==> config.mk <==
export PLATFORM = sky130hd
export DESIGN_NAME = rmp_rest_ctrl
export DESIGN_NICKNAME = d
export VERILOG_FILES = /design/src/rmp_rest_ctrl.v /design/src/rmp_timer.v
export VERILOG_INCLUDE_DIRS = /design/src
export SDC_FILE = /design/constraint.sdc
export NUM_CORES = 1
export LEC_CHECK = 0
export BUFFER_PORTS_ARGS = -buffer_cell sky130_fd_sc_hd__buf_2
export CAP_MARGIN = 20
export CORE_ASPECT_RATIO = 1.5
export CORE_UTILIZATION = 55
export DETAILED_ROUTE_END_ITERATION = 8
export HOLD_SLACK_MARGIN = 0.12
export PLACE_DENSITY = 0.72
export SKIP_LAST_GASP = 1
export SYNTH_ARGS = -nofsm -noshare
export SYNTH_HDL_FRONTEND = slang
export SYNTH_SLANG_ARGS = --single-unit
==> constraint.sdc <==
create_clock -name core_clk_in -period 5.7 [get_ports core_clk_in]
set_input_delay 1.14 -clock core_clk_in [delete_from_list [all_inputs] [get_ports core_clk_in]]
set_output_delay 1.14 -clock core_clk_in [all_outputs]
set_load 0.01 [all_outputs]
==> src/rmp_regs.vh <==
// register offsets, reset values and timing counts of the rest-mode / preflash bank
`ifndef RMP_REGS_VH
`define RMP_REGS_VH
`define RMP_ADDR_RUN_TO_REST      7'h0e
`define RMP_ADDR_FIRST_REST_FRAME_PERIOD     7'h0f
`define RMP_ADDR_FIRST_REST_MODE_EXIT       7'h10
`define RMP_ADDR_SECOND_REST_FRAME_PERIOD     7'h11
`define RMP_ADDR_SECOND_REST_MODE_EXIT       7'h12
`define RMP_ADDR_THIRD_REST_FRAME_PERIOD     7'h13
`define RMP_ADDR_PRESAT_NORMAL    7'h14
`define RMP_ADDR_PRESAT_DARK      7'h18
`define RMP_ADDR_MOTION_FLAGS     7'h1b
`define RMP_ADDR_NAV_CTRL         7'h22
`define RMP_RST_RUN_TO_REST       8'h46
`define RMP_RST_FIRST_REST_FRAME_PERIOD      8'h00
`define RMP_RST_FIRST_REST_MODE_EXIT        8'h4f
`define RMP_RST_SECOND_REST_FRAME_PERIOD      8'h09
`define RMP_RST_SECOND_REST_MODE_EXIT        8'h2f
`define RMP_RST_THIRD_REST_FRAME_PERIOD      8'h31
`define RMP_RST_PRESAT            8'h80
`define RMP_RST_NAV_CTRL          8'h80
`define RMP_BIT_AWAKE             7
`define RMP_BIT_PRESAT_SEL        7
`define RMP_BIT_MOTION            7
`define RMP_BIT_GRABBED_PIXEL_VALID          6
`define RMP_BIT_GRABBED_PIXEL_IS_ORIGIN          5
`define RMP_BIT_DY_OVF            4
`define RMP_BIT_DX_OVF            3
`define RMP_RUN_FRAMES_PER_UNIT   16
`define RMP_FIRST_REST_MODE_MULT            16
`define RMP_SECOND_REST_MODE_MULT            128
`define RMP_PERIOD_STEP_NS        7000000
`define RMP_CLK_PERIOD_NS         20
`define RMP_IDLE_MULT             64
`define RMP_PROC_MULT             32
`endif

==> src/rmp_rest_ctrl.v <==
// rest-mode downshift, rest frame pacing, led preflash timing and their registers
// Notes on behaviour
// - run exits after delay times 16 frames
// - rest period is (value+1) times 7 ms
// - first_rest_mode exit after value*period1*16
// - second_rest_mode exit after value*period2*128
// - awake bit set disables rest modes
// - led lit before shutter opens
// - bit 7 selects idle or processing preflash
// - idle preflash lasts field times 64 clocks
// - processing preflash is proc-32*field+idle
// - dark surface uses its own preflash register
// - dark field too large gives idle time
// - read-only extended motion status register
// - bit 5 first pixel, bit 7 motion
`timescale 1ns/1ps
`include "rmp_regs.vh"
module rmp_rest_ctrl #(
	parameter PROC_CLKS = 3520,
	parameter IDLE_CLKS = 1000
) (
	input  wire       core_clk_in,
	input  wire       rst_b_in,
	input  wire       reg_wr_in,
	input  wire       reg_rd_in,
	input  wire [6:0] reg_addr_in,
	input  wire [7:0] reg_wdata_in,
	input  wire       frame_done_in,
	input  wire       motion_in,
	input  wire       dark_surface_in,
	input  wire       grabbed_pixel_valid_in,
	input  wire       grabbed_pixel_is_origin_in,
	input  wire       dy_ovf_in,
	input  wire       dx_ovf_in,
	output reg  [7:0] reg_rdata_out,
	output reg  [1:0] mode_out,
	output reg        frame_start_out,
	output reg        led_out,
	output reg        shutter_open_out
);
	localparam ST_RUN   = 2'd0;
	localparam ST_FIRST_REST_MODE = 2'd1;
	localparam ST_SECOND_REST_MODE = 2'd2;
	localparam ST_THIRD_REST_MODE = 2'd3;
	localparam P_IDLE   = 2'd0;
	localparam P_FLASH  = 2'd1;
	localparam P_EXPOSE = 2'd2;
	localparam [31:0] STEP_CLKS = `RMP_PERIOD_STEP_NS / `RMP_CLK_PERIOD_NS;
	localparam [31:0] PROC_32 = PROC_CLKS;
	localparam [31:0] IDLE_32 = IDLE_CLKS;
	localparam [31:0] DARK_32 = PROC_CLKS / `RMP_PROC_MULT;
	localparam [15:0] PROC_W = PROC_32[15:0];
	localparam [15:0] IDLE_W = IDLE_32[15:0];
	localparam [15:0] DARK_LIMIT = DARK_32[15:0];

	reg [7:0] run_delay_q, p1_q, d1_q, p2_q, d2_q, p3_q, pre_n_q, pre_d_q, nav_q;
	reg [7:0] motion_flags_q;
	reg [1:0] mode_q;
	reg [7:0] frame_unit_q;
	reg [3:0] frame_sub_q;
	// one 7 ms step is 350000 clocks, needs 19 bits
	reg [18:0] step_q;
	reg [7:0] per_cnt_q;
	reg [1:0] pst_q;
	reg [15:0] pcnt_q;
	reg        load_q;
	reg [7:0]  cur_period;
	reg [23:0] exit_count;
	reg [15:0] pre_len;
	reg [7:0]  pre_sel;
	wire       exit_done;
	wire       step_tick = (step_q == STEP_CLKS[18:0] - 19'd1);
	wire       rest_ok   = ~nav_q[`RMP_BIT_AWAKE];
	wire       period_tick = step_tick && (per_cnt_q == cur_period);

	always @* begin
		case (mode_q)
			ST_FIRST_REST_MODE: cur_period = p1_q;
			ST_SECOND_REST_MODE: cur_period = p2_q;
			default:  cur_period = p3_q;
		endcase
	end

	always @* begin
		case (mode_q)
			ST_FIRST_REST_MODE: exit_count = {12'h000, d1_q, 4'h0};
			ST_SECOND_REST_MODE: exit_count = {9'h000, d2_q, 7'h00};
			default:  exit_count = 24'd0;
		endcase
	end

	// counts rest frames down from exit_count; pulses exit_done after that many
	rmp_timer #(.W(24)) u_exit (
		.core_clk_in (core_clk_in),
		.rst_b_in    (rst_b_in),
		.load_in     (load_q),
		.count_in    (exit_count),
		.tick_in     (period_tick),
		.done_out    (exit_done)
	);

	always @* begin
		pre_sel = dark_surface_in ? pre_n_q : pre_n_q;
		if (dark_surface_in)
			pre_sel = pre_d_q;
		if (!pre_sel[`RMP_BIT_PRESAT_SEL])
			pre_len = {3'b000, pre_sel[6:0], 6'b000000};
		else if (dark_surface_in && ({9'h000, pre_sel[6:0]} > DARK_LIMIT))
			pre_len = IDLE_W;
		else
			pre_len = PROC_W - {4'h0, pre_sel[6:0], 5'b00000} + IDLE_W;
	end

	always @(posedge core_clk_in) begin
		if (!rst_b_in) begin
			run_delay_q    <= `RMP_RST_RUN_TO_REST;
			p1_q           <= `RMP_RST_FIRST_REST_FRAME_PERIOD;
			d1_q           <= `RMP_RST_FIRST_REST_MODE_EXIT;
			p2_q           <= `RMP_RST_SECOND_REST_FRAME_PERIOD;
			d2_q           <= `RMP_RST_SECOND_REST_MODE_EXIT;
			p3_q           <= `RMP_RST_THIRD_REST_FRAME_PERIOD;
			pre_n_q        <= `RMP_RST_PRESAT;
			pre_d_q        <= `RMP_RST_PRESAT;
			nav_q          <= `RMP_RST_NAV_CTRL;
			reg_rdata_out  <= 8'h00;
			motion_flags_q <= 8'h00;
		end else begin
			if (reg_wr_in) begin
				case (reg_addr_in)
					`RMP_ADDR_RUN_TO_REST:   run_delay_q <= reg_wdata_in;
					`RMP_ADDR_FIRST_REST_FRAME_PERIOD:  p1_q <= reg_wdata_in;
					`RMP_ADDR_FIRST_REST_MODE_EXIT:    d1_q <= reg_wdata_in;
					`RMP_ADDR_SECOND_REST_FRAME_PERIOD:  p2_q <= reg_wdata_in;
					`RMP_ADDR_SECOND_REST_MODE_EXIT:    d2_q <= reg_wdata_in;
					`RMP_ADDR_THIRD_REST_FRAME_PERIOD:  p3_q <= reg_wdata_in;
					`RMP_ADDR_PRESAT_NORMAL: pre_n_q <= reg_wdata_in;
					`RMP_ADDR_PRESAT_DARK:   pre_d_q <= reg_wdata_in;
					`RMP_ADDR_NAV_CTRL:      nav_q <= {reg_wdata_in[7], 7'h00};
					default:                 nav_q <= nav_q;
				endcase
			end
			// status sampled per frame; read clears motion, set wins
			if (frame_done_in)
				motion_flags_q <= {motion_in | motion_flags_q[7], grabbed_pixel_valid_in, grabbed_pixel_is_origin_in,
					dy_ovf_in, dx_ovf_in, 3'b000};
			else if (reg_rd_in && reg_addr_in == `RMP_ADDR_MOTION_FLAGS)
				motion_flags_q[`RMP_BIT_MOTION] <= 1'b0;
			if (reg_rd_in) begin
				case (reg_addr_in)
					`RMP_ADDR_RUN_TO_REST:   reg_rdata_out <= run_delay_q;
					`RMP_ADDR_FIRST_REST_FRAME_PERIOD:  reg_rdata_out <= p1_q;
					`RMP_ADDR_FIRST_REST_MODE_EXIT:    reg_rdata_out <= d1_q;
					`RMP_ADDR_SECOND_REST_FRAME_PERIOD:  reg_rdata_out <= p2_q;
					`RMP_ADDR_SECOND_REST_MODE_EXIT:    reg_rdata_out <= d2_q;
					`RMP_ADDR_THIRD_REST_FRAME_PERIOD:  reg_rdata_out <= p3_q;
					`RMP_ADDR_PRESAT_NORMAL: reg_rdata_out <= pre_n_q;
					`RMP_ADDR_PRESAT_DARK:   reg_rdata_out <= pre_d_q;
					`RMP_ADDR_MOTION_FLAGS:  reg_rdata_out <= motion_flags_q;
					`RMP_ADDR_NAV_CTRL:      reg_rdata_out <= nav_q;
					default:                 reg_rdata_out <= 8'h00;
				endcase
			end
		end
	end

	// mode machine
	always @(posedge core_clk_in) begin
		load_q <= 1'b0;
		if (!rst_b_in) begin
			mode_q       <= ST_RUN;
			mode_out     <= ST_RUN;
			frame_unit_q <= 8'h00;
			frame_sub_q  <= 4'h0;
		end else begin
			// mode_out tracks mode_q edge for edge so a wake shows next cycle
			case (mode_q)
				ST_RUN: begin
					if (motion_in || !rest_ok) begin
						frame_unit_q <= 8'h00;
						frame_sub_q  <= 4'h0;
					end else if (frame_done_in) begin
						frame_sub_q <= frame_sub_q + 4'h1;
						if (frame_sub_q == 4'hf) begin
							if (frame_unit_q + 8'h01 >= run_delay_q) begin
								mode_q   <= ST_FIRST_REST_MODE;
								mode_out <= ST_FIRST_REST_MODE;
								load_q   <= 1'b1;
							end
							frame_unit_q <= frame_unit_q + 8'h01;
						end
					end
				end
				ST_FIRST_REST_MODE, ST_SECOND_REST_MODE, ST_THIRD_REST_MODE: begin
					if (motion_in || !rest_ok) begin
						mode_q       <= ST_RUN;
						mode_out     <= ST_RUN;
						frame_unit_q <= 8'h00;
						frame_sub_q  <= 4'h0;
					end else if (exit_done && mode_q != ST_THIRD_REST_MODE) begin
						mode_q   <= mode_q + 2'd1;
						mode_out <= mode_q + 2'd1;
						load_q   <= (mode_q == ST_FIRST_REST_MODE);
					end
				end
				default: begin
					mode_q   <= ST_RUN;
					mode_out <= ST_RUN;
				end
			endcase
		end
	end

	// rest frame pacing in 7 ms steps
	always @(posedge core_clk_in) begin
		frame_start_out <= 1'b0;
		if (!rst_b_in || mode_q == ST_RUN) begin
			step_q    <= 18'd0;
			per_cnt_q <= 8'h00;
			// single-cycle request: idle fsm still reads idle on the take edge
			if (rst_b_in && pst_q == P_IDLE && !frame_start_out)
				frame_start_out <= 1'b1;
		end else if (step_tick) begin
			step_q <= 18'd0;
			if (period_tick) begin
				per_cnt_q       <= 8'h00;
				frame_start_out <= 1'b1;
			end else
				per_cnt_q <= per_cnt_q + 8'h01;
		end else
			step_q <= step_q + 18'd1;
	end

	// led lit for preflash, then shutter opens
	always @(posedge core_clk_in) begin
		if (!rst_b_in) begin
			pst_q            <= P_IDLE;
			pcnt_q           <= 16'h0000;
			led_out          <= 1'b0;
			shutter_open_out <= 1'b0;
		end else begin
			case (pst_q)
				P_IDLE: if (frame_start_out) begin
					pst_q   <= P_FLASH;
					pcnt_q  <= pre_len;
					led_out <= 1'b1;
				end
				P_FLASH: if (pcnt_q <= 16'h0001) begin
					pst_q            <= P_EXPOSE;
					shutter_open_out <= 1'b1;
				end else
					pcnt_q <= pcnt_q - 16'h0001;
				P_EXPOSE: if (frame_done_in) begin
					pst_q            <= P_IDLE;
					led_out          <= 1'b0;
					shutter_open_out <= 1'b0;
				end
				default: pst_q <= P_IDLE;
			endcase
		end
	end
endmodule // rmp_rest_ctrl

==> src/rmp_timer.v <==
// down-counter that times one interval and pulses on expiry
`timescale 1ns/1ps
module rmp_timer #(
	parameter W = 24
) (
	input  wire         core_clk_in,
	input  wire         rst_b_in,
	input  wire         load_in,
	input  wire [W-1:0] count_in,
	input  wire         tick_in,
	output reg          done_out
);
	reg [W-1:0] cnt_q;
	reg         run_q;
	always @(posedge core_clk_in) begin
		done_out <= 1'b0;
		if (!rst_b_in) begin
			cnt_q <= {W{1'b0}};
			run_q <= 1'b0;
		end else if (load_in) begin
			cnt_q <= count_in;
			run_q <= 1'b1;
		end else if (run_q && tick_in) begin
			if (cnt_q <= {{(W-1){1'b0}}, 1'b1}) begin
				run_q    <= 1'b0;
				done_out <= 1'b1;
			end else begin
				cnt_q <= cnt_q - {{(W-1){1'b0}}, 1'b1};
			end
		end
	end
endmodule // rmp_timer
### After elaboration in Yosys (flattened, before gate mapping)

Cells that the tools add are included.

| storage, ports and cells | value |
|---|---|
| bits in registers | 167 |
| bits of input ports | 26 |
| output and inout port bits | 13 |
| logic and storage cells | 169 |

| cells by class | value |
|---|---|
| add/sub/neg operators | 9 |
| order comparisons | 4 |
| eq/ne operators | 32 |
| multiplexer cells | 55 |
| bitwise logic cells | 3 |
| reductions and logical operators | 40 |

Operator list:

| operator | number |
|---|---|
| $pmux W8 S10 | 1 |
| $mux W24 | 3 |
| $mux W16 | 4 |
| $eq A7 B5 Y1 const B | 7 |
| $mux W8 | 6 |
| $pmux W16 S2 | 1 |
| $pmux W8 S2 | 2 |
| $pmux W15 S2 | 1 |
| $le A24 B1 Y1 const B | 1 |
| $reduce_and A2 Y1 | 12 |
| $sub A24 B1 Y24 const B | 1 |
| $ne A2 B2 Y1 const B | 11 |
| $add A19 B1 Y19 const B | 1 |
| $eq A19 B19 Y1 const B | 1 |
| $mux W1 | 19 |
| $mux W2 | 9 |
| $add A8 B1 Y8 const B | 2 |
| $le A16 B1 Y1 const B | 1 |
| $sub A16 B1 Y16 const B | 1 |
| $reduce_and A3 Y1 | 5 |
| $add A13 B11 Y14 const B | 1 |
| $eq A7 B4 Y1 const B | 2 |
| $sub A12 B12 Y13 const A | 1 |
| $mux W4 | 3 |
| other kinds (24) | 47 |

### Logic depth before layout (Yosys ltp)

Gate-level depths: netlist (run 1).

| depth | value |
|---|---|
| depth after elaboration | 7 |
| mapped depth | 13 |
| gate-level depth less buffers | 10 |

### By module

From an unflattened synthesis (run 1), not the netlist that was laid out.

| second synthesis, totals | value |
|---|---|
| cell total of the unflattened synthesis | 1169 |
| area, all modules | 9504.1 µm² |

Modules (own cells, without submodules):

| module | instances | cells each | area an instance (µm²) | seq. area each (µm²) |
|---|---|---|---|---|
| rmp_rest_ctrl | 1 | 953 | 7835.0 | 2822.7 |
| rmp_timer | 1 | 216 | 1669.1 | 520.5 |

### Least setup slack after synthesis (run 1)

OpenSTA, ideal clock, no wires.

| path | value |
|---|---|
| path type | input to register |
| start point | input dark_surface_in |
| end point | register pcnt_q[12] |
| library setup time | 0.124 ns |
| arrival | 3.164 ns |
| required time | 5.576 ns |
| setup slack | 2.412 ns |
| cell stages on the path | 10 |
| path buffers | 1 |
| cells stage by stage | buf_2 -> mux2_2 -> ha_1 -> a21boi_1 -> xnor2_1 -> or3_1 -> nand4_1 -> a21oi_1 -> o31ai_1 -> a21oi_1 |

| on the way | value |
|---|---|
| cells in the longest elaborated chain, start to end | 7 |
| elaborated cells on any way between the ends | 9 |
| classes of those cells | add/sub: 2; order compare: 1; mux: 5; reduce/logical: 1 |

RTL lines:

| what | RTL line | source |
|---|---|---|
| from (decl) | rmp_rest_ctrl.v:30 | `input wire dark_surface_in,` |
| $mux W8 | rmp_rest_ctrl.v:104 | `if (dark_surface_in)` |
| $sub A12 B12 Y13 / $gt A7 B7 Y1 (equally long branches) | rmp_rest_ctrl.v:111, rmp_rest_ctrl.v:108 |  |
| $add A13 B11 Y14 / $logic_and A1 B1 Y1 (equally long branches) | rmp_rest_ctrl.v:111, rmp_rest_ctrl.v:108 |  |
| $mux W16 | rmp_rest_ctrl.v:108 | `else if (dark_surface_in && ({9'h000, pre_sel[6:0]} > DARK_LIMIT))` |
| $mux W16 * | rmp_rest_ctrl.v:106 | `` if (!pre_sel[`RMP_BIT_PRESAT_SEL]) `` |
| $mux W16 * | rmp_rest_ctrl.v:242 | `P_IDLE: if (frame_start_out) begin` |
| $pmux W16 S2 * | rmp_rest_ctrl.v:241 | `case (pst_q)` |
| to (signal assigned) | rmp_rest_ctrl.v:244 | `pcnt_q <= pre_len;` |
| to (signal assigned) | rmp_rest_ctrl.v:251 | `pcnt_q <= pcnt_q - 16'h0001;` |
| to (decl) | rmp_rest_ctrl.v:65 | `reg [15:0] pcnt_q;` |

Mark *: on every way between the ends. The rest lies on a longest branch, timed or not. The select of a mux whose other input is x is not followed.
A chain may end at the register's enable or synchronous reset.

### Worst setup path after layout (run 1)

| path | value |
|---|---|
| start point | register mode_q[0] |
| end point | register u_exit.cnt_q[19] |

| on the way | value |
|---|---|
| cells in the longest elaborated chain, start to end | 7 |
| elaborated cells on any way between the ends | 8 |
| classes of those cells | eq/ne: 3; mux: 1; reduce/logical: 4 |

RTL lines:

| what | RTL line | source |
|---|---|---|
| from (decl) | rmp_rest_ctrl.v:58 | `reg [1:0] mode_q;` |
| from (signal assigned) | rmp_rest_ctrl.v:200 | `mode_q <= mode_q + 2'd1;` |
| $eq A2 B2 Y1 / $eq A2 B1 Y1 (equally long branches) | rmp_rest_ctrl.v:77 | `case (mode_q)` |
| $pmux W8 S2 * | rmp_rest_ctrl.v:77 |  |
| $eq A8 B8 Y1 * | rmp_rest_ctrl.v:74 | `wire period_tick = step_tick && (per_cnt_q == cur_period);` |
| $logic_and A1 B1 Y1 * | rmp_rest_ctrl.v:74 |  |
| $logic_and A1 B1 Y1 * | rmp_timer.v:23 | `end else if (run_q && tick_in) begin` |
| $reduce_bool A2 Y1 (no line) * | n/a |  |
| $reduce_and A2 Y1 (no line) * | n/a |  |
| to (signal assigned) | rmp_timer.v:18 | `cnt_q <= {W{1'b0}};` |
| to (signal assigned) | rmp_timer.v:21 | `cnt_q <= count_in;` |
| to (signal assigned) | rmp_timer.v:28 | `cnt_q <= cnt_q - {{(W-1){1'b0}}, 1'b1};` |
| to (decl) | rmp_timer.v:13 | `reg [W-1:0] cnt_q;` |

Mark *: on every way between the ends. The rest lies on a longest branch, timed or not.

==> impl_metrics.py, run 1 <==
metrics = {
    "floorplanning": {
        "die_y_um": 158.2,
        "start_util_pct": 56.72,
        "io_pins": 39,
        "fp-row-count": 56,
        "core-area_sq_um": 15770,
        "die-area_sq_um": 16780,
        "die_w_um": 106.1,
    },
    "worst_setup_path": {
        "critical_path_arrival_ns": 3.69,
        "slowest_stage": "dfxtp_1",
        "crit_path_end_kind": "register",
        "path_cells": "inv_1 > ha_1 > a22oi_1 > mux2_2 > nor4_4 > o2111ai_4 > o21bai_4 > nand3_4 > or4_1 > a21oi_1",
        "slowest_delay_ns": 0.43,
        "critPathBufInv": 1,
        "cp-start-kind": "register",
        "critical_path_class": "register to register",
        "required_ns": 6.05,
        "crit_fanout": 16,
        "critPathTopFamily": "compound AO/OA/AOI/OAI gates",
    },
    "layout": {
        "layout_common_cells": "dfxtp_1 (167), nand2_1 (154), nor2_1 (95)",
        "syn_to_final_growth_pct": 10.28,
        "final_area_sq_um": 9862,
        "nets": 1141,
        "drive_gt1_share_pct": 8.794,
        "final_common_cell": "dfxtp_1",
        "fin_util_pct": 62.56,
        "layoutNonFillerInstCount": 1307,
    },
    "place": {
        "routabilityCongestion": 0.9557,
        "placed_area_sq_um": 9189,
        "hpwl_um": 15980,
        "port_buffers": 38,
        "numPlacedInstances": 1274,
    },
    "power_and_ir_drop": {
        "intPower_mw": 2.232,
        "switching_power_uw": 842.4,
        "pwr-share-clk_pct": 42.9,
        "pwr-share-seq_pct": 41.6,
        "p_sw_share_pct": 27.40,
        "combPwrFrac_pct": 15.6,
        "max-vdd-ir-drop_mv": 0.2170,
        "p_leak_nw": 3.653,
        "powerDensity_nw_per_um2": 311.7,
    },
    "grt": {
        "grt_util_met2_pct": 47.56,
        "grt_use_total_pct": 27.36,
        "grt_max_degree": 61,
        "grt_use_met1_pct": 31.25,
        "antenna_found_initial": 1,
        "gr-total-overflow": 0,
        "grt_pass1_vias": 7252,
        "use_met3_pct": 4.940,
        "grt_first_pass_wirelength_um": 36030,
        "grt.busiest_layer": "met2",
    },
    "cts": {
        "holdBufCountCts": 0,
        "cts_max_level": 4,
        "cts_setup_buffers": 0,
        "cts_resized": 0,
        "path_clk_slew_ns": 0.07,
        "clock_latency_ns": 0.43,
        "cts_root_buffer": "clkbuf_16",
        "cts_sinks": 167,
        "cts_tree": "yes",
        "clockBufferDepth": 2,
        "cts_inserted_buffers": 17,
    },
    "detailed_routing": {
        "wl_per_cell_um": 16.91,
        "antenna_left": 0,
        "drcViolationCount": 0,
        "first_pass_iters": 5,
        "drt_iter0_markers": 491,
        "routed_wirelength_um": 22110,
        "vias": 7749,
        "viasPerCell": 5.929,
    },
    "sta": {
        "worst_slew_pin_slew_ns": 1.040,
        "hold_slack_ns": 0.4645,
        "rsz0062_at_grt": "no",
        "max_freq_mhz": 299.0,
        "finalClockSkew_ns": 0.008629,
        "setup_viol": 0,
        "tns_ns": 0,
        "max-slew-margin-rel_pct": 30.43,
        "fin_crit_sh_pct": 58.68,
        "final-hold-violation-count": 0,
        "fin_crit_ns": 3.345,
        "drv_slew": 0,
    },
    "logic_synthesis": {
        "syn_area_per_cell_sq_um": 8.227,
        "ys_ff_latch": 167,
        "yosys_warnings": 0,
        "netlist_area_sq_um": 8942,
        "synthDistinctLibCells": 69,
        "async_flop_share_pct": 0,
        "seq_area_frac_synth_pct": 37.39,
        "syn-num-nets": 1138,
        "synth_edf_count": 0,
        "ys.flop_type": "dfxtp_1",
        "syn_inst": 1087,
    },
    "min_path": {
        "hold_class": "register to register",
    },
    "flow_run": {
        "maxCapViolations": 0,
    },
    "run_status": {
        "status": "completed",
    },
}
[logic make-up after synthesis]
logic type               share of synthesized area [%]
flip-flops                                       37.39
AO/OA/AOI/OAI                                    17.99
AND/OR/NAND/NOR                                  25.59
buffers and inverters                            3.806
adder cells (fa/ha/maj)                          3.498
XOR/XNOR                                         6.856
multiplexers                                     4.869
[worst paths after layout]
check / slack, ns / end / cells after the start / startpoint
min reg2reg: 0.46 / step_q[0] / 1 / step_q[0]
max: 2.36 / u_exit.cnt_q[19] / 10 / mode_q[0]
max reg2reg: 2.36 / u_exit.cnt_q[19] / 10 / mode_q[0]
min: 0.46 / step_q[0] / 1 / step_q[0]
[synthesized netlist by cell type (all sizes together) (6+ instances only)]
| cell | number | area [sq um] |
|---|---|---|
| dfxtp | 167 | 3343 |
| nand2 | 154 | 578.1 |
| nor2 | 96 | 362.8 |
| nand3 | 76 | 392.9 |
| clkbuf | 51 | 191.4 |
| a21oi | 49 | 245.2 |
| a21boi | 46 | 345.3 |
| o21ai | 42 | 210.2 |
| xor2 | 38 | 332.8 |
| nor2b | 34 | 212.7 |
| xnor2 | 32 | 280.3 |
| a22oi | 29 | 227.7 |
| inv | 28 | 105.1 |
| ha | 25 | 312.8 |
| mux2i | 21 | 210.2 |
| nand4 | 21 | 131.4 |
| nor3 | 21 | 105.1 |
| or3 | 15 | 93.84 |
| nor4 | 14 | 123.9 |
| nand2b | 10 | 62.56 |
| a31oi | 8 | 50.05 |
| and3 | 8 | 50.05 |
| buf | 8 | 43.79 |
| and2 | 7 | 43.79 |
| mux4 | 7 | 157.7 |
| o31ai | 7 | 66.31 |
| mux2 | 6 | 67.56 |
| o211ai | 6 | 45.04 |
[power groups by stage]
| stage | sequential, mW | clock, mW | combinational [mW] |
|---|---|---|---|
| 2_1_floorplan | 1.29 | 0 | 0.368 |
| 3_3_place_gp | 1.30 | 0 | 0.472 |
| 3_5_place_dp | 1.30 | 0 | 0.473 |
| 4_1_cts | 1.28 | 1.33 | 0.475 |
| 5_1_grt | 1.28 | 1.38 | 0.531 |
| 6_report | 1.28 | 1.32 | 0.478 |
[layer usage]
layer	part of all wire, %	wire length (um)	vias to the layer above
met5	0	0	-
met4	5.1	1120	0
met3	4.1	896	65
met2	50	11000	186
met1	41	9087	3648
li1	-	-	3850
[layout make-up]
type | count | area [sq um]
fillers | 1410 | 5903
multi-input cells | 833 | 5259
flip-flops and latches | 167 | 3343
clock buffers | 21 | 450.4
well taps | 203 | 254.0
repair buffers | 43 | 227.7
clock inverters | 11 | 220.2
inverters | 28 | 105.1
diodes | 1 | 2.502
[metrics by stage]
stage / total power, mW / setup WS, ns
after floorplan: 1.655 / 2.412
after global placement: 1.772 / 2.144
after detailed placement: 1.775 / 2.081
after CTS: 3.083 / 2.328
after global routing: 3.198 / 2.141
final: 3.074 / 2.355
[state kept, by name, summed over array words and instances, names as in the netlist, 4 cells and up]
register / cells
u_exit.cnt_q: 24
pcnt_q: 16
d2_q: 8
pre_n_q: 8
pre_d_q: 8
per_cnt_q: 8
frame_sub_q: 4
reg_rdata_out: 8
motion_flags_q: 5
p2_q: 8
d1_q: 8
run_delay_q: 8
p1_q: 8
frame_unit_q: 8
p3_q: 8
step_q: 19
Power figures use the tool's default switching activity.
==> run 2: changes to the inputs <==
==> constraint.sdc (replaced) <==
create_clock -name core_clk_in -period 3.48 [get_ports core_clk_in]
set_input_delay 0.696 -clock core_clk_in [delete_from_list [all_inputs] [get_ports core_clk_in]]
set_output_delay 0.696 -clock core_clk_in [all_outputs]
set_load 0.01 [all_outputs]
==> run 2 against run 1 <==
  * Register-to-register slack worse by 1.9 ns
  * Routed wire length is 1.8% higher
  * Final area about the same
  * Cell count is 0.61% higher
  * Clock-buffer cell count shrank 3
  * Largest cell class unchanged
  * Highest routed layer unchanged
==> impl_metrics.py, run 2 (synthesis gave the netlist of run 1 again) <==
metrics = {
    "run_status": {
        "status": "completed",
    },
    "layout": {
        "drive_gt1_share_pct": 9.802,
        "nets": 1151,
        "layout_common_cells": "dfxtp_1 (167), nand2_1 (154), nor2_1 (95)",
        "final_area_sq_um": 9859,
        "largest_registers": "u_exit.cnt_q (24), step_q (19), pcnt_q (16)",
        "top_register": "u_exit.cnt_q",
        "largest_reg_flops": 24,
        "fillCellCount": 1438,
        "syn_to_final_growth_pct": 10.26,
        "final_common_cell": "dfxtp_1",
        "antennaDiodeCount": 0,
    },
    "grt": {
        "antenna_found_initial": 0,
        "grt_util_met2_pct": 49.69,
        "grt_use_total_pct": 28.10,
        "use_met3_pct": 4.981,
        "grt_first_pass_wirelength_um": 36970,
        "gr-total-overflow": 0,
        "grt.busiest_layer": "met2",
        "grt_max_degree": 117,
        "grt_use_met1_pct": 32.65,
        "grt_pass1_vias": 7399,
    },
    "cts": {
        "cts_sinks": 167,
        "cts_tree": "yes",
        "clockBufferDepth": 2,
        "clock_latency_ns": 0.43,
        "cts_setup_buffers": 0,
        "cts_inserted_buffers": 17,
        "cts_max_level": 4,
        "cts_resized": 0,
        "cts_root_buffer": "clkbuf_16",
        "path_clk_slew_ns": 0.07,
        "holdBufCountCts": 0,
    },
    "worst_setup_path": {
        "crit_fanout": 16,
        "cp-startpoint": "mode_q[0]",
        "r2r-start": "mode_q[0]",
        "slowest_delay_ns": 0.43,
        "critical_path_class": "register to register",
        "slowest_stage": "dfxtp_1",
        "path_cells": "inv_1 > ha_1 > a22oi_1 > mux2_2 > nor4_4 > o2111ai_4 > o21bai_4 > nand3_4 > or4_1 > a21oi_1",
        "required_ns": 3.84,
        "critical_path_arrival_ns": 3.41,
        "cp-start-kind": "register",
        "crit_path_end_kind": "register",
        "ff2ff_path_depth": 10,
    },
    "flow_run": {
        "maxCapViolations": 0,
    },
    "floorplanning": {
        "core-area_sq_um": 15770,
        "io_pins": 39,
        "start_util_pct": 56.72,
        "die-area_sq_um": 16780,
        "die_y_um": 158.2,
        "die_w_um": 106.1,
        "fp-row-count": 56,
    },
    "place": {
        "port_buffers": 38,
        "placed_area_sq_um": 9276,
        "hpwl_um": 16100,
        "routabilityCongestion": 0.9020,
    },
    "min_path": {
        "hold_class": "register to register",
        "hp-start": "step_q[0]",
        "holdPathStages": 1,
    },
    "detailed_routing": {
        "vias": 7773,
        "wl_per_cell_um": 17.11,
        "routed_wirelength_um": 22500,
        "first_pass_iters": 5,
        "drcViolationCount": 0,
        "drt_iter0_markers": 572,
        "viasPerCell": 5.911,
        "antenna_left": 0,
    },
    "sta": {
        "max_freq_mhz": 327.7,
        "tns_ns": 0,
        "fin_crit_ns": 3.052,
        "max-slew-margin-rel_pct": 39.78,
        "setup_viol": 0,
        "fin_crit_sh_pct": 87.70,
        "drv_slew": 0,
        "finalClockSkew_ns": 0.009955,
        "final-hold-violation-count": 0,
        "rsz0062_at_grt": "no",
        "hold_slack_ns": 0.4729,
        "worst_slew_pin_slew_ns": 0.8965,
    },
    "power_and_ir_drop": {
        "p_sw_share_pct": 29.29,
        "pwr-share-seq_pct": 43.8,
        "max-vdd-ir-drop_mv": 0.2992,
        "powerDensity_nw_per_um2": 485.2,
        "p_leak_nw": 3.671,
        "pwr-share-clk_pct": 39.4,
        "intPower_mw": 3.383,
        "switching_power_mw": 1.401,
        "combPwrFrac_pct": 16.8,
    },
}
-- run 2: changes by cell type in the layout (fill, tap and decap cells not counted) --
cell and change:
inv_6 +4, bufinv_16 -4, clkinv_4 -1, clkinvlp_4 +1, clkbuf_1 -3, diode_2 -1, buf_4 +9, clkinv_2 +2
buf_12 +1
-- run 2: worst max-delay path, delay by kind of cell, from the launching register on --
kind	cells	cell delay (ns)
compound gates	4	0.90
simple gates	3	0.75
flops	1	0.43
fa+ha+maj	1	0.41
mux	1	0.38
buf+inv	1	0.09
-- run 2: power by group through the flow --
stage	clock (mW)	combinational (mW)	sequential [mW]
2_1_floorplan	0	0.602	2.11
3_3_place_gp	0	0.793	2.13
3_5_place_dp	0	0.796	2.13
4_1_cts	1.91	0.799	2.09
5_1_grt	1.98	0.905	2.11
6_report	1.88	0.803	2.10
-- run 2: final cells by class --
type / instances / area, sq um / share of cell area, %
Timing Repair Buffer: 53 / 315.3 / 3.198
Tap cell: 203 / 254.0 / 2.576
Clock inverter: 13 / 143.9 / 1.459
Inverter: 28 / 105.1 / 1.066
Multi-Input combinational cell: 833 / 5259 / 53.34
Sequential cell: 167 / 3343 / 33.91
Clock buffer: 18 / 439.2 / 4.454
-- run 2: metrics by stage --
stage | setup slack (ns) | util, % | total power, mW | instances
floorplan | 0.6362 | - | 2.710 | 1087
global placement | 0.4725 | 58.84 | 2.927 | 1284
detailed placement | 0.4318 | 58.84 | 2.931 | 1284
CTS | 0.4337 | 62.54 | 4.803 | 1315
global route | 0.1550 | 62.54 | 4.998 | 1315
finish | 0.4281 | 62.54 | 4.784 | 1315
-- run 2: path summary, 6_finish.rpt --
path / endpoint / slack, ns
min reg2reg: step_q[0] / 0.47
max reg2reg: u_exit.cnt_q[19] / 0.43
max: u_exit.cnt_q[19] / 0.43
min: step_q[0] / 0.47
-- run 2: routing by layer --
| layer | wire length (um) | up-vias |
|---|---|---|
| met3 | 833 | 45 |
| met2 | 11350 | 180 |
| met1 | 9505 | 3685 |
| li1 | - | 3863 |
| met4 | 809 | 0 |
| met5 | 0 | - |
==> run 3: changes to the inputs <==
--- a/config.mk
+++ b/config.mk
@@ -9,10 +9,10 @@
 export BUFFER_PORTS_ARGS = -buffer_cell sky130_fd_sc_hd__buf_2
 export CAP_MARGIN = 20
 export CORE_ASPECT_RATIO = 1.5
-export CORE_UTILIZATION = 55
+export CORE_UTILIZATION = 62
 export DETAILED_ROUTE_END_ITERATION = 8
 export HOLD_SLACK_MARGIN = 0.12
-export PLACE_DENSITY = 0.72
+export PLACE_DENSITY = 0.8
 export SKIP_LAST_GASP = 1
 export SYNTH_ARGS = -nofsm -noshare
 export SYNTH_HDL_FRONTEND = slang
==> run 3 against run 2 <==
  * Cell count down 0.99%
  * Power up 0.97%
  * Clock power up 4%
  * Non-clock buffer count down 3
  * Register-to-register slack worse by 0.06 ns
  * Sequential share of layout area up 0.052 points
  * Sequential cell count unchanged
  * Via count up 3.0%
  * Critical path depth down 2
  * Critical path type unchanged
  * Highest routed layer unchanged
  * Die area down 11%
==> impl_metrics.py, run 3 (synthesis gave the netlist of run 1 again) <==
metrics = {
    "layout": {
        "final_common_cell": "dfxtp_1",
        "layout_common_cells": "dfxtp_1 (167), nand2_1 (154), nor2_1 (95)",
        "largest_reg_flops": 24,
        "top_register": "u_exit.cnt_q",
        "fillCellCount": 1142,
        "syn_to_final_growth_pct": 10.09,
        "multi_input_area_sq_um": 5259,
        "largest_registers": "u_exit.cnt_q (24), step_q (19), pcnt_q (16)",
        "seqCellArea_sq_um": 3343,
        "nets": 1148,
        "drive_gt1_share_pct": 9.550,
        "antennaDiodeCount": 0,
    },
    "sta": {
        "rsz0062_at_grt": "no",
        "hold_slack_ns": 0.4696,
        "max_freq_mhz": 321.1,
        "setup_viol": 0,
        "tns_ns": 0,
        "fin_ws_ns": 0.3657,
        "drv_slew": 0,
        "max-slew-margin-rel_pct": 36.16,
        "fin_crit_ns": 3.114,
        "finalClockSkew_ns": 0.008986,
        "worst_slew_pin_slew_ns": 0.9519,
        "fin_crit_sh_pct": 89.49,
        "final-hold-violation-count": 0,
    },
    "floorplanning": {
        "fp-row-count": 53,
        "die_w_um": 100.1,
        "core-area_sq_um": 14060,
        "die-area_sq_um": 14920,
        "start_util_pct": 63.61,
        "io_pins": 39,
        "die_y_um": 149.1,
    },
    "place": {
        "port_buffers": 38,
        "dp_slack_ns": 0.3999,
        "routabilityCongestion": 0.9481,
        "hpwl_um": 15890,
    },
    "detailed_routing": {
        "wl_per_cell_um": 17.14,
        "vias": 8003,
        "viasPerCell": 6.147,
        "first_pass_iters": 5,
        "drcViolationCount": 0,
        "antenna_left": 0,
        "drt_iter0_markers": 541,
        "routed_wirelength_um": 22320,
    },
    "cts": {
        "cts_max_level": 4,
        "cts_inserted_buffers": 17,
        "clock_latency_ns": 0.43,
        "path_clk_slew_ns": 0.07,
        "clockBufferDepth": 2,
        "cts_root_buffer": "clkbuf_16",
        "cts_setup_buffers": 0,
        "cts_resized": 0,
        "cts_sinks": 167,
        "holdBufCountCts": 0,
        "cts_tree": "yes",
    },
    "worst_setup_path": {
        "required_ns": 3.79,
        "critical_path_arrival_ns": 3.43,
        "crit_fanout": 15,
        "cp-start-kind": "register",
        "critical_path_class": "register to register",
        "crit_path_end_kind": "register",
    },
    "power_and_ir_drop": {
        "power_mw": 4.830,
        "max-vdd-ir-drop_mv": 0.3114,
        "p_leak_nw": 3.655,
        "powerDensity_nw_per_um2": 490.6,
    },
    "flow_run": {
        "maxCapViolations": 0,
    },
    "grt": {
        "grt_first_pass_wirelength_um": 36540,
        "grt_pass1_vias": 7582,
        "grt_use_total_pct": 31.06,
        "grt_max_degree": 117,
        "antenna_found_initial": 0,
        "gr-total-overflow": 0,
    },
    "run_status": {
        "status": "completed",
    },
    "min_path": {
        "hold_class": "register to register",
    },
}
## run 3: changes by cell type in the layout (fill, tap and decap cells not counted), sizes merged
| cell | change |
|---|---|
| buf | -3 |
| clkinvlp | +2 |
| inv | -2 |
| bufinv | +1 |
## run 3: area by class of cell
type | count | share of cell area [%]
repair buffers | 50 | 2.974
inverters | 28 | 1.068
clock inverters | 14 | 1.779
flip-flops and latches | 167 | 33.96
clock buffers | 18 | 4.359
well taps | 192 | 2.440
multi-input cells | 833 | 53.42
## run 3: stage by stage
step	instance area (sq um)	utilization (%)	std cells
3_3_place_gp	9240	65.73	1270
6_report	9844	70.02	1302
5_1_grt	9844	70.02	1302
2_1_floorplan	8942	-	1087
3_5_place_dp	9240	65.73	1270
4_1_cts	9844	70.02	1302
## run 3: path summary, 6_finish.rpt
path | startpoint | end | slack, ns | cells past startpoint
setup / recovery | mode_q[0] | u_exit.cnt_q[8] | 0.37 | 8
hold / removal | step_q[0] | step_q[0] | 0.47 | 1
setup reg to reg | mode_q[0] | u_exit.cnt_q[8] | 0.37 | 8
hold reg to reg | step_q[0] | step_q[0] | 0.47 | 1
## run 3: worst max-delay path, stage by stage (launching register included)
cell       delay, ns
dfxtp_1         0.44
ha_1            0.59
a22oi_1         0.22
xnor2_1         0.21
nor4_4          0.40
o2111ai_4       0.24
nor3_1          0.51
a21oi_1         0.14
o221a_1         0.26
## run 3: routing by layer
metal  GRT usage, %  part of all wire (%)  up-vias
li1               -                     -     3861
met1          36.51                    40     3790
met2          54.34                    50      283
met3          4.592                   5.3       69
met4          16.30                   4.5        0
met5              0                     0        -
## run 3: report_power, final
group / internal, mW / switching [mW] / leakage (nW)
registers: 2.00 / 0.0938 / 1.35
clock network: 1.14 / 0.813 / 0.287
logic: 0.289 / 0.500 / 2.02
